### src/design/otcs_defs.svh
// Constants for the packet-tail and repetition sequencer.
// Assumes it is included by bare name from design and testbench files.
`ifndef OTCS_DEFS_SVH
`define OTCS_DEFS_SVH

`define OTCS_ADDR_FEATURES 8'h08
`define OTCS_ADDR_GROUPS 8'h09
`define OTCS_ADDR_STOP_LEN 8'h15
`define OTCS_ADDR_STOP_LOW 8'h22
`define OTCS_ADDR_STOP_HIGH 8'h23
`define OTCS_ADDR_PAUSE_LEN 8'h24
`define OTCS_ADDR_PACKETS 8'h25
`define OTCS_ADDR_STATUS 8'h27

`define OTCS_BIT_PRE_LOC 2
`define OTCS_BIT_STOP_EN 5
`define OTCS_BIT_GAP_EN 6
`define OTCS_BIT_CYCLE_EN 7

`define OTCS_REG_RESET 8'h00
`define OTCS_COUNT_ZERO 8'h00
`define OTCS_STOP_ZERO 4'h0
`define OTCS_STOP_MSB 4'hf
`define OTCS_SYM_ZERO 1'b0

`define OTCS_FIFO_WIDTH 1
`define OTCS_FIFO_DEPTH 8
`define OTCS_LEVEL_ROOM 4'h7

`endif

### src/design/otcs_pkg.sv
// Types shared by the sequencer files.
// Assumes nothing beyond a SystemVerilog compiler.
package otcs_pkg;

  typedef enum logic [2:0] {
    OTCS_IDLE = 3'b000,
    OTCS_CAL = 3'b001,
    OTCS_PRE = 3'b010,
    OTCS_BODY = 3'b011,
    OTCS_STOP = 3'b100,
    OTCS_GAP = 3'b101
  } otcs_state_t;

endpackage : otcs_pkg

### src/design/otcs_fifo.sv
// Symbol FIFO with valid and ready on both sides and a fill level.
// Assumes DEPTH is a power of two and one clock for both sides.
`timescale 1ns/1ns
`default_nettype none
module otcs_fifo #(
  parameter int WIDTH = 1,
  parameter int DEPTH = 8
) (
  // Clock and reset
  input wire logic ref_clk,
  input wire logic reset_n,
  // Filling side
  input wire logic inValid,
  input wire logic [WIDTH-1:0] inData,
  output logic inReady,
  // Draining side
  output logic outValid,
  output logic [WIDTH-1:0] outData,
  input wire logic outReady,
  // Occupancy
  output logic [$clog2(DEPTH):0] level
);
  localparam int AW = $clog2(DEPTH);

  logic [WIDTH-1:0] store [DEPTH];
  logic [AW:0] wrPtr;
  logic [AW:0] rdPtr;
  logic push;
  logic pop;

  assign level = wrPtr - rdPtr;
  assign inReady = (level != (AW+1)'(DEPTH));
  assign outValid = (level != '0);
  assign outData = store[rdPtr[AW-1:0]];
  assign push = inValid && inReady;
  assign pop = outValid && outReady;

  always_ff @(posedge ref_clk)
  begin
    if (push)
    begin
      store[wrPtr[AW-1:0]] <= inData;
    end
  end

  always_ff @(posedge ref_clk or negedge reset_n)
  begin
    if (!reset_n)
    begin
      wrPtr <= '0;
      rdPtr <= '0;
    end
    else
    begin
      if (push)
      begin
        wrPtr <= wrPtr + 1'b1;
      end
      if (pop)
      begin
        rdPtr <= rdPtr + 1'b1;
      end
    end
  end

endmodule : otcs_fifo
`default_nettype wire

### src/design/ook_packet_tail_cycle_sequencer.sv
// Packet-tail and repetition sequencer of the on-off-keyed transmitter.
// Assumes same-clock field sources and a calDone pulse from calibration.
`timescale 1ns/1ns
`default_nettype none
`include "otcs_defs.svh"

// Behaviour
// RQ1: Supply level measured once, right after calibration.
// RQ2: Host goes standby then transmit for fresh reading.
// RQ3: Feature bit five enables stop symbols.
// RQ4: Stop disabled means no stop symbols.
// RQ5: Stop symbol count is length field plus one.
// RQ6: Pattern uses upper byte, both for long lengths.
// RQ7: Stop pattern sent from bit fifteen downward.
// RQ8: Feature bit six enables pause interval.
// RQ9: Interval length is field value plus one.
// RQ10: Interval symbols are all logic zero.
// RQ11: Body fields precede the stop symbols.
// RQ12: Cycle holds groups of repeated packets, pauses between.
// RQ13: Feature bit seven enables repetition, else single packet.
// RQ14: Bit two places preamble: each packet or first.
// RQ15: Group count is register value plus one.
// RQ16: Packets per group is register value plus one.
// RQ17: Preamble disabled means no preamble anywhere.
// RQ18: Host clears placement and groups without repetition.
// RQ19: Cycle ends after last packet of last group.
module ook_packet_tail_cycle_sequencer
  import otcs_pkg::*;
(
  // Clock and reset
  input wire logic ref_clk,
  input wire logic reset_n,
  // Register port
  input wire logic regWrite,
  input wire logic regRead,
  input wire logic [7:0] regAddr,
  input wire logic [7:0] regWdata,
  output logic [7:0] regRdata,
  // Transmission control
  input wire logic txStart,
  input wire logic calDone,
  input wire logic preambleEnable,
  output logic supplyLevelCheck,
  output logic cycleActive,
  output logic cycleDone,
  // Preamble stream
  input wire logic preValid,
  input wire logic preSymbol,
  input wire logic preLast,
  output logic preReady,
  // Body stream: sync, address, key and battery fields in that order
  input wire logic bodyValid,
  input wire logic bodySymbol,
  input wire logic bodyLast,
  output logic bodyReady,
  // Symbol output
  output logic outValid,
  output logic outSymbol,
  input wire logic outReady
);

  logic [7:0] packetFeatureEnables, cycleGroupCount, stopSymbolLength;
  logic [7:0] stopPatternLow, stopPatternHigh, pauseSymbolLength;
  logic [7:0] packetsPerGroup;

  otcs_state_t state, next_state;
  logic [7:0] pktIdx, grpIdx, next_pktIdx, next_grpIdx, gapIdx;
  logic stopEn, gapEn, cycleEn, preLoc;
  logic [15:0] stopPattern;
  logic [3:0] stopIdx, stopLen;

  logic fifoInValid, fifoInData, fifoInReady;
  logic fifoOutValid, fifoOutData, fifoOutReady;
  logic [3:0] fifoLevel;
  logic pushPre, pushBody, pushStop, pushGap;
  logic endBody, stopEnd, gapEnd, pktFinish, lastPkt;

  function automatic logic addrHit(input logic [7:0] addr,
                                   input logic [7:0] offset);
    addrHit = (addr == offset);
  endfunction : addrHit

  // Preamble ahead of a packet, given that packet's index in its group.
  function automatic otcs_state_t packetStart(input logic [7:0] idx,
    input logic preOn, input logic repeatOn, input logic firstOnly);
    packetStart = (preOn && (!repeatOn || !firstOnly ||
      idx == `OTCS_COUNT_ZERO)) ? OTCS_PRE : OTCS_BODY;
  endfunction : packetStart

  assign stopEn = packetFeatureEnables[`OTCS_BIT_STOP_EN]; // RQ3
  assign gapEn = packetFeatureEnables[`OTCS_BIT_GAP_EN]; // RQ8
  assign cycleEn = packetFeatureEnables[`OTCS_BIT_CYCLE_EN]; // RQ13
  assign preLoc = packetFeatureEnables[`OTCS_BIT_PRE_LOC]; // RQ14
  assign stopPattern = {stopPatternHigh, stopPatternLow}; // RQ6
  assign stopLen = stopSymbolLength[3:0]; // RQ5

  // Register writes; the host owns every field.
  always_ff @(posedge ref_clk or negedge reset_n)
  begin
    if (!reset_n)
    begin
      packetFeatureEnables <= `OTCS_REG_RESET;
      cycleGroupCount <= `OTCS_REG_RESET;
      stopSymbolLength <= `OTCS_REG_RESET;
      stopPatternLow <= `OTCS_REG_RESET;
      stopPatternHigh <= `OTCS_REG_RESET;
      pauseSymbolLength <= `OTCS_REG_RESET;
      packetsPerGroup <= `OTCS_REG_RESET;
    end
    else if (regWrite)
    begin
      if (addrHit(regAddr, `OTCS_ADDR_FEATURES))
        packetFeatureEnables <= regWdata;
      if (addrHit(regAddr, `OTCS_ADDR_GROUPS))
        cycleGroupCount <= regWdata;
      if (addrHit(regAddr, `OTCS_ADDR_STOP_LEN))
        stopSymbolLength <= regWdata;
      if (addrHit(regAddr, `OTCS_ADDR_STOP_LOW))
        stopPatternLow <= regWdata;
      if (addrHit(regAddr, `OTCS_ADDR_STOP_HIGH))
        stopPatternHigh <= regWdata;
      if (addrHit(regAddr, `OTCS_ADDR_PAUSE_LEN))
        pauseSymbolLength <= regWdata;
      if (addrHit(regAddr, `OTCS_ADDR_PACKETS))
        packetsPerGroup <= regWdata;
    end
  end

  // Read data is held until the next read; unmapped addresses read zero.
  always_ff @(posedge ref_clk or negedge reset_n)
  begin
    if (!reset_n)
      regRdata <= `OTCS_REG_RESET;
    else if (regRead)
    begin
      if (addrHit(regAddr, `OTCS_ADDR_FEATURES))
        regRdata <= packetFeatureEnables;
      else if (addrHit(regAddr, `OTCS_ADDR_GROUPS))
        regRdata <= cycleGroupCount;
      else if (addrHit(regAddr, `OTCS_ADDR_STOP_LEN))
        regRdata <= stopSymbolLength;
      else if (addrHit(regAddr, `OTCS_ADDR_STOP_LOW))
        regRdata <= stopPatternLow;
      else if (addrHit(regAddr, `OTCS_ADDR_STOP_HIGH))
        regRdata <= stopPatternHigh;
      else if (addrHit(regAddr, `OTCS_ADDR_PAUSE_LEN))
        regRdata <= pauseSymbolLength;
      else if (addrHit(regAddr, `OTCS_ADDR_PACKETS))
        regRdata <= packetsPerGroup;
      else if (addrHit(regAddr, `OTCS_ADDR_STATUS))
        regRdata <= {cycleActive, 4'h0, state};
      else
        regRdata <= `OTCS_REG_RESET;
    end
  end

  // Symbol pushes into the FIFO from each phase.
  assign pushPre = (state == OTCS_PRE) && preReady && preValid;
  assign pushBody = (state == OTCS_BODY) && bodyReady && bodyValid; // RQ11
  assign pushStop = (state == OTCS_STOP) && fifoInReady;
  assign pushGap = (state == OTCS_GAP) && fifoInReady;
  assign endBody = pushBody && bodyLast;
  assign stopEnd = pushStop && (stopIdx == stopLen); // RQ5
  assign gapEnd = pushGap && (gapIdx == pauseSymbolLength); // RQ9
  assign pktFinish = (endBody && !stopEn) || stopEnd; // RQ4
  assign lastPkt = !cycleEn || // RQ13
    (pktIdx == packetsPerGroup && grpIdx == cycleGroupCount); // RQ19

  always_comb
  begin
    fifoInValid = pushPre || pushBody || pushStop || pushGap;
    fifoInData = `OTCS_SYM_ZERO; // RQ10
    if (pushPre)
      fifoInData = preSymbol;
    else if (pushBody)
      fifoInData = bodySymbol;
    else if (pushStop)
      fifoInData = stopPattern[`OTCS_STOP_MSB - stopIdx]; // RQ7
  end

  // Index of the packet that follows the one now finishing.
  always_comb
  begin
    next_pktIdx = pktIdx + 8'h01;
    next_grpIdx = grpIdx;
    if (pktIdx == packetsPerGroup) // RQ16
    begin
      next_pktIdx = `OTCS_COUNT_ZERO;
      next_grpIdx = grpIdx + 8'h01; // RQ15
    end
  end

  always_comb
  begin
    next_state = state;
    case (state)
      OTCS_IDLE:
        if (txStart)
          next_state = OTCS_CAL;
      OTCS_CAL:
        if (calDone)
          next_state = packetStart(`OTCS_COUNT_ZERO, preambleEnable,
                                   cycleEn, preLoc); // RQ17
      OTCS_PRE:
        if (pushPre && preLast)
          next_state = OTCS_BODY;
      OTCS_BODY:
        if (endBody)
          next_state = stopEn ? OTCS_STOP : OTCS_BODY; // RQ3
      OTCS_STOP:
        next_state = OTCS_STOP;
      OTCS_GAP:
        if (gapEnd)
          next_state = packetStart(pktIdx, preambleEnable, cycleEn,
                                   preLoc); // RQ14
      default:
        next_state = OTCS_IDLE;
    endcase
    if (pktFinish)
    begin
      if (lastPkt)
        next_state = OTCS_IDLE; // RQ19
      else if (gapEn)
        next_state = OTCS_GAP; // RQ12
      else
        next_state = packetStart(next_pktIdx, preambleEnable, cycleEn,
                                 preLoc); // RQ14
    end
  end

  always_ff @(posedge ref_clk or negedge reset_n)
  begin
    if (!reset_n)
      state <= OTCS_IDLE;
    else
      state <= next_state;
  end

  // Packet and group counters advance as each packet but the last finishes.
  always_ff @(posedge ref_clk or negedge reset_n)
  begin
    if (!reset_n)
    begin
      pktIdx <= `OTCS_COUNT_ZERO;
      grpIdx <= `OTCS_COUNT_ZERO;
    end
    else if (state == OTCS_CAL)
    begin
      pktIdx <= `OTCS_COUNT_ZERO;
      grpIdx <= `OTCS_COUNT_ZERO;
    end
    else if (pktFinish && !lastPkt)
    begin
      pktIdx <= next_pktIdx; // RQ16
      grpIdx <= next_grpIdx; // RQ15
    end
  end

  // Stop and interval symbol counters restart on entry to their phase.
  always_ff @(posedge ref_clk or negedge reset_n)
  begin
    if (!reset_n)
    begin
      stopIdx <= `OTCS_STOP_ZERO;
      gapIdx <= `OTCS_COUNT_ZERO;
    end
    else
    begin
      if (state != OTCS_STOP)
        stopIdx <= `OTCS_STOP_ZERO;
      else if (pushStop)
        stopIdx <= stopIdx + 4'h1; // RQ5
      if (state != OTCS_GAP)
        gapIdx <= `OTCS_COUNT_ZERO;
      else if (pushGap)
        gapIdx <= gapIdx + 8'h01; // RQ9
    end
  end

  // Ready is registered, so it keeps one FIFO slot spare for a late push.
  always_ff @(posedge ref_clk or negedge reset_n)
  begin
    if (!reset_n)
    begin
      preReady <= 1'b0;
      bodyReady <= 1'b0;
    end
    else
    begin
      preReady <= (next_state == OTCS_PRE) && (fifoLevel < `OTCS_LEVEL_ROOM);
      bodyReady <= (next_state == OTCS_BODY) &&
        (fifoLevel < `OTCS_LEVEL_ROOM);
    end
  end

  // One measurement strobe per transmission start, never repeated.
  always_ff @(posedge ref_clk or negedge reset_n)
  begin
    if (!reset_n)
    begin
      supplyLevelCheck <= 1'b0;
      cycleDone <= 1'b0;
      cycleActive <= 1'b0;
    end
    else
    begin
      supplyLevelCheck <= (state == OTCS_CAL) && calDone; // RQ1
      cycleDone <= pktFinish && lastPkt; // RQ19
      cycleActive <= (next_state != OTCS_IDLE);
    end
  end

  otcs_fifo #(.WIDTH(`OTCS_FIFO_WIDTH), .DEPTH(`OTCS_FIFO_DEPTH)) symbolFifo (
    .ref_clk(ref_clk), .reset_n(reset_n), .inValid(fifoInValid),
    .inData(fifoInData), .inReady(fifoInReady), .outValid(fifoOutValid),
    .outData(fifoOutData), .outReady(fifoOutReady), .level(fifoLevel));

  // Output register; a modulator stall backs up through the FIFO.
  assign fifoOutReady = !outValid || outReady;

  always_ff @(posedge ref_clk or negedge reset_n)
  begin
    if (!reset_n)
    begin
      outValid <= 1'b0;
      outSymbol <= `OTCS_SYM_ZERO;
    end
    else if (fifoOutReady)
    begin
      outValid <= fifoOutValid;
      outSymbol <= fifoOutData;
    end
  end
endmodule : ook_packet_tail_cycle_sequencer
`default_nettype wire

### config.mk
export PLATFORM = sky130hd
export DESIGN_NAME = ook_packet_tail_cycle_sequencer
export DESIGN_NICKNAME = d
export VERILOG_FILES = /design/src/design/otcs_pkg.sv /design/src/design/otcs_fifo.sv /design/src/design/ook_packet_tail_cycle_sequencer.sv
export VERILOG_INCLUDE_DIRS = /design/src /design/src/design
export SDC_FILE = /design/constraint.sdc
export NUM_CORES = 1
export LEC_CHECK = 0
export BUFFER_PORTS_ARGS = -buffer_cell sky130_fd_sc_hd__buf_2
export CAP_MARGIN = 10
export CELL_PAD_IN_SITES_DETAIL_PLACEMENT = 2
export CELL_PAD_IN_SITES_GLOBAL_PLACEMENT = 2
export CORE_ASPECT_RATIO = 1.75
export CORE_MARGIN = 3
export CORE_UTILIZATION = 39
export CTS_BUF_LIST = sky130_fd_sc_hd__clkbuf_8
export DETAILED_ROUTE_END_ITERATION = 6
export PLACE_DENSITY = 0.83
export SETUP_SLACK_MARGIN = 0.3
export SYNTH_ARGS = -nofsm -noshare
export SYNTH_HDL_FRONTEND = slang
export SYNTH_HIERARCHICAL = 1
export SYNTH_SLANG_ARGS = --single-unit
### constraint.sdc
create_clock -name ref_clk -period 4.3 [get_ports ref_clk]
set_clock_uncertainty 0.1 [all_clocks]
set_input_delay 0.43 -clock ref_clk [delete_from_list [all_inputs] [get_ports ref_clk]]
set_output_delay 0.43 -clock ref_clk [all_outputs]
set_load 0.05 [all_outputs]
==> results.md <==
* Syn. warnings at 6
* Post-CTS Setup Inserts at 0
* Met2 usage at 45.6%
* Largest net degree at the start of global routing at 76
* Final core utilization at 45.7%
* Crit path launch type: flop
* Root Driver: clkbuf_8
* Worst-Margin Slew at approximately 1.1 ns
* Cell variety after synth at 76
* Die Wd at 104 um
* Placed wire-length estimate at about 16 mm
* DRC violations left at 0
* Via count at between 5000 and 6000
* Antenna cells at 0
* Syn Std Cell Area at 0.00651 mm^2
* Leakage Power at 3.39 nW
* GRT met3 Usage at between 4 and 5%
* I/O Buffers at 44
* Pre-antenna DRT Iters at 4
* Hold Crit Class: primary input to asynchronous set/reset pin
* Synth area leaders: dfrtp_1 42%, mux2_2 10%, xor2_1 4.2%
* Max-cap viol count at 0
* Vias in the first global route at 5836
* Period utilisation layout at between 80 and 90%
* Vias/cell at about 6
* DP Area at ~0.007 mm^2
* GR met1 Demand/Resource at 25.2%
* Cell-internal power at between 2 and 2.5 mW
* CP arrival at between 3 and 4 ns
* CTS sink cnt at 118
* Post-route cell area at around 0.0074 mm^2
* Gr usage total at 24.2%
* Core ar. at 0.0161 mm^2
* # IOs at between 40 and 50
* Avg Synthesized Cell Area at roughly 11 um^2
* NumNets Final at ~680
* Die area at 0.0183 mm^2
* Setup TNS at 0 ns
* # rows at 61
* Sw frac at 38.2%
* Hold_ws at 0.0141 ns
* Sequential area share after synthesis at ~46%
* Post-synth top area share at 42.3%
* RSZ-0062 raised after global routing: no
* R2r startpoint: symbolFifo/wrPtr[0]
* PwrDens at about 480 mW/mm^2
* First-pass GRT wire length at around 34 mm
* Clk network pwr share at between 30 and 40%
* Fin crit period at roughly 3.7 ns
* Synth Flop Type: dfrtp_1
* Maximum vdd drop at 0.203 mV
* Outcome: completed
* Mapped Cells at just under 600
* Sequential power share at around two fifths
* Starting Density at just over 40%
* Initial DRC count at 220
* Busiest metal layer after global routing: met2
* Setup crit end kind: flop
* Final wirelength at 21.4 mm
* Post-synth ARST share at between 90 and 100%
* H-tree Lvls at 4
* Post-synth top area cell: dfrtp_1
* Finish-stage setup viols at 0
* #FFs+latches synth at ~120
* Total grt overflow at 0
* Die height at 177 um
* Slew Viols, Final at 0
* Crit path max fanout at 11
* Syn nets at around 630
* Hold Fails Final Rpt at 0
* CTS tree: yes
* Number of antenna violations at the first check in global routing at 0
* GPL Wtd Cong at 0.849
* Net Sw Power at ~1.3 mW
* Skew-Pair Late Insertion Delay at roughly 0.45 ns
* Clock-pin slew on the worst setup and hold paths at ~0.09 ns
* Multi-input gate area at 0.00335 mm^2
* Crit path required time at 4.57 ns
* Headroom to the max-slew limit at between 20% and 30%
* Register area at between 0.002 and 0.003 mm^2
* Post-synth EDFFs at 8
* Type of the worst setup path: flop to flop
* Total CTS buffers at 17
* Gate power share at around 30%
* DRT antenna net count at 0
* Max Fclk at 0.273 GHz
* Share of post-route cells with drive strength above 1 at roughly 27%
* # fillers at 1652
* Area growth syn-to-layout at 13.1%
* WL/cell at between 20 and 25 um
* Max clock buf depth at 2
* Critical Path Source: symbolFifo/wrPtr[0]
cell usage in the layout, fill, tap and decap left out, types with 4 or more instances in the layout:
cell type,n
and3_1,6
nand2_1,37
a221oi_1,4
mux2_2,60
nor2_1,53
dfrtp_1,110
inv_6,4
buf_2,43
inv_1,18
nand4_1,12
nand2b_1,11
o21ai_0,12
xnor2_1,17
a22o_1,7
edfxtp_1,8
o31ai_1,4
buf_4,6
nor4_1,10
clkbuf_8,19
nor3_1,14
xor2_1,31
nand3b_1,7
ha_1,10
mux4_2,7
a21oi_1,17
mux2i_1,17
or3_1,7
nand3_1,18
nor3b_1,4
state kept, by name (all words and copies together) (netlist names), 3 cells and up:
register and count:
stopPatternLow 8, stopSymbolLength 8, cycleGroupCount 8, stopPatternHigh 8, pauseSymbolLength 8, state 3, packetsPerGroup 8, packetFeatureEnables 8
pktIdx 8, gapIdx 8, symbolFifo/rdPtr 4, regRdata 8, stopIdx 4, symbolFifo/wrPtr 4, symbolFifo/store 8, grpIdx 8
routing by layer:
metal  wire (um)  vias up
li1            -     2263
met1        7780     2668
met2       11700      132
met3         752       69
met4        1190        0
met5           0        -
kinds of logic (layout without fill, tap and decap cells):
logic type	after synthesis	after routing	synth area share [%]
and+or+nand+nor	207	207	17.4
muxes	86	86	15.8
DFF	118	118	46.0
adders and majority gates	11	11	2.23
AOI/OAI and AO/OA	82	82	9.27
buffers and inverters	40	100	2.56
xor gates and xnor gates	49	49	6.71
power groups by stage:
| stage | logic [mW] | clock network, mW | registers, mW |
|---|---|---|---|
| finish | 1.05 | 1.08 | 1.38 |
| global route | 1.15 | 1.14 | 1.39 |
| CTS | 1.06 | 1.10 | 1.38 |
| detailed placement | 1.05 | 0 | 1.40 |
| global placement | 0.968 | 0 | 1.38 |
| floorplan | 0.720 | 0 | 1.39 |
per-stage QoR:
step / cells / worst slack, ns / power (mW)
after floorplan: 593 / 0.989 / 2.11
after global placement: 841 / 0.836 / 2.35
after detailed placement: 841 / 0.589 / 2.44
after CTS: 873 / 0.516 / 3.54
after global routing: 873 / 0.381 / 3.68
final: 873 / 0.638 / 3.50
repair_timing:
action                                  CTS  global route
hold buffers                              0             0
endpoints found under the setup margin    0             2
resized for setup                         0             1
area by class of cell:
type / instances / share of cell area, %
clock buffers: 19 / 3.55
clock inverters: 13 / 1.99
inverters: 19 / 0.969
multi-input cells: 435 / 45.5
flip-flops and latches: 118 / 40.7
well taps: 220 / 3.74
repair buffers: 49 / 3.54
cells in the mapped netlist (3+ instances only):
| library cell | count |
|---|---|
| a21oi_1 | 17 |
| mux2i_1 | 17 |
| a211oi_1 | 3 |
| nand3_1 | 18 |
| dfrtp_1 | 110 |
| nor2_2 | 3 |
| nor3_1 | 14 |
| nand2b_1 | 11 |
| mux4_2 | 7 |
| nand2_1 | 37 |
| o22ai_1 | 3 |
| nor2_1 | 53 |
| xor2_1 | 31 |
| xnor2_1 | 17 |
| edfxtp_1 | 8 |
| a221oi_1 | 4 |
| nor3b_1 | 4 |
| a31oi_1 | 3 |
| o21ai_0 | 12 |
| inv_1 | 18 |
| o31ai_1 | 4 |
| nand4_1 | 12 |
| a221o_1 | 3 |
| and3_1 | 6 |
| or3_1 | 7 |
| a22o_1 | 7 |
| buf_1 | 4 |
| buf_2 | 10 |
| or2_2 | 3 |
| clkbuf_1 | 6 |
| o32a_1 | 3 |
| mux2_2 | 60 |
| ha_1 | 10 |
| nor4_1 | 10 |
| o2bb2ai_1 | 3 |
| nand3b_1 | 7 |
worst max-delay path, cell delays in order (launching register included):
cell and delay (ns):
dfrtp_1 0.51, inv_1 0.14, ha_1 0.18, inv_1 0.06, fa_1 0.40, xor2_2 0.36, nor3_4 0.12, inv_2 0.10
nand3b_4 0.08, nor4_2 0.44, a21o_2 0.34, nand3_1 0.20, or3_1 0.40, a21oi_1 0.16
path summary, 6_finish.rpt:
check | endpoint | slack [ns] | depth (start not counted)
min | symbolFifo/rdPtr[2] | 0.01 | 1
max reg2reg | grpIdx[7] | 0.64 | 13
min reg2reg | regRdata[1] | 0.39 | 1
min in group ref_clk | supplyLevelCheck | 0.14 | 2
max in group asynchronous | stopPatternHigh[5] | 2.94 | 2
max | grpIdx[7] | 0.64 | 13
No activity file was read; power rests on OpenSTA's default activity.
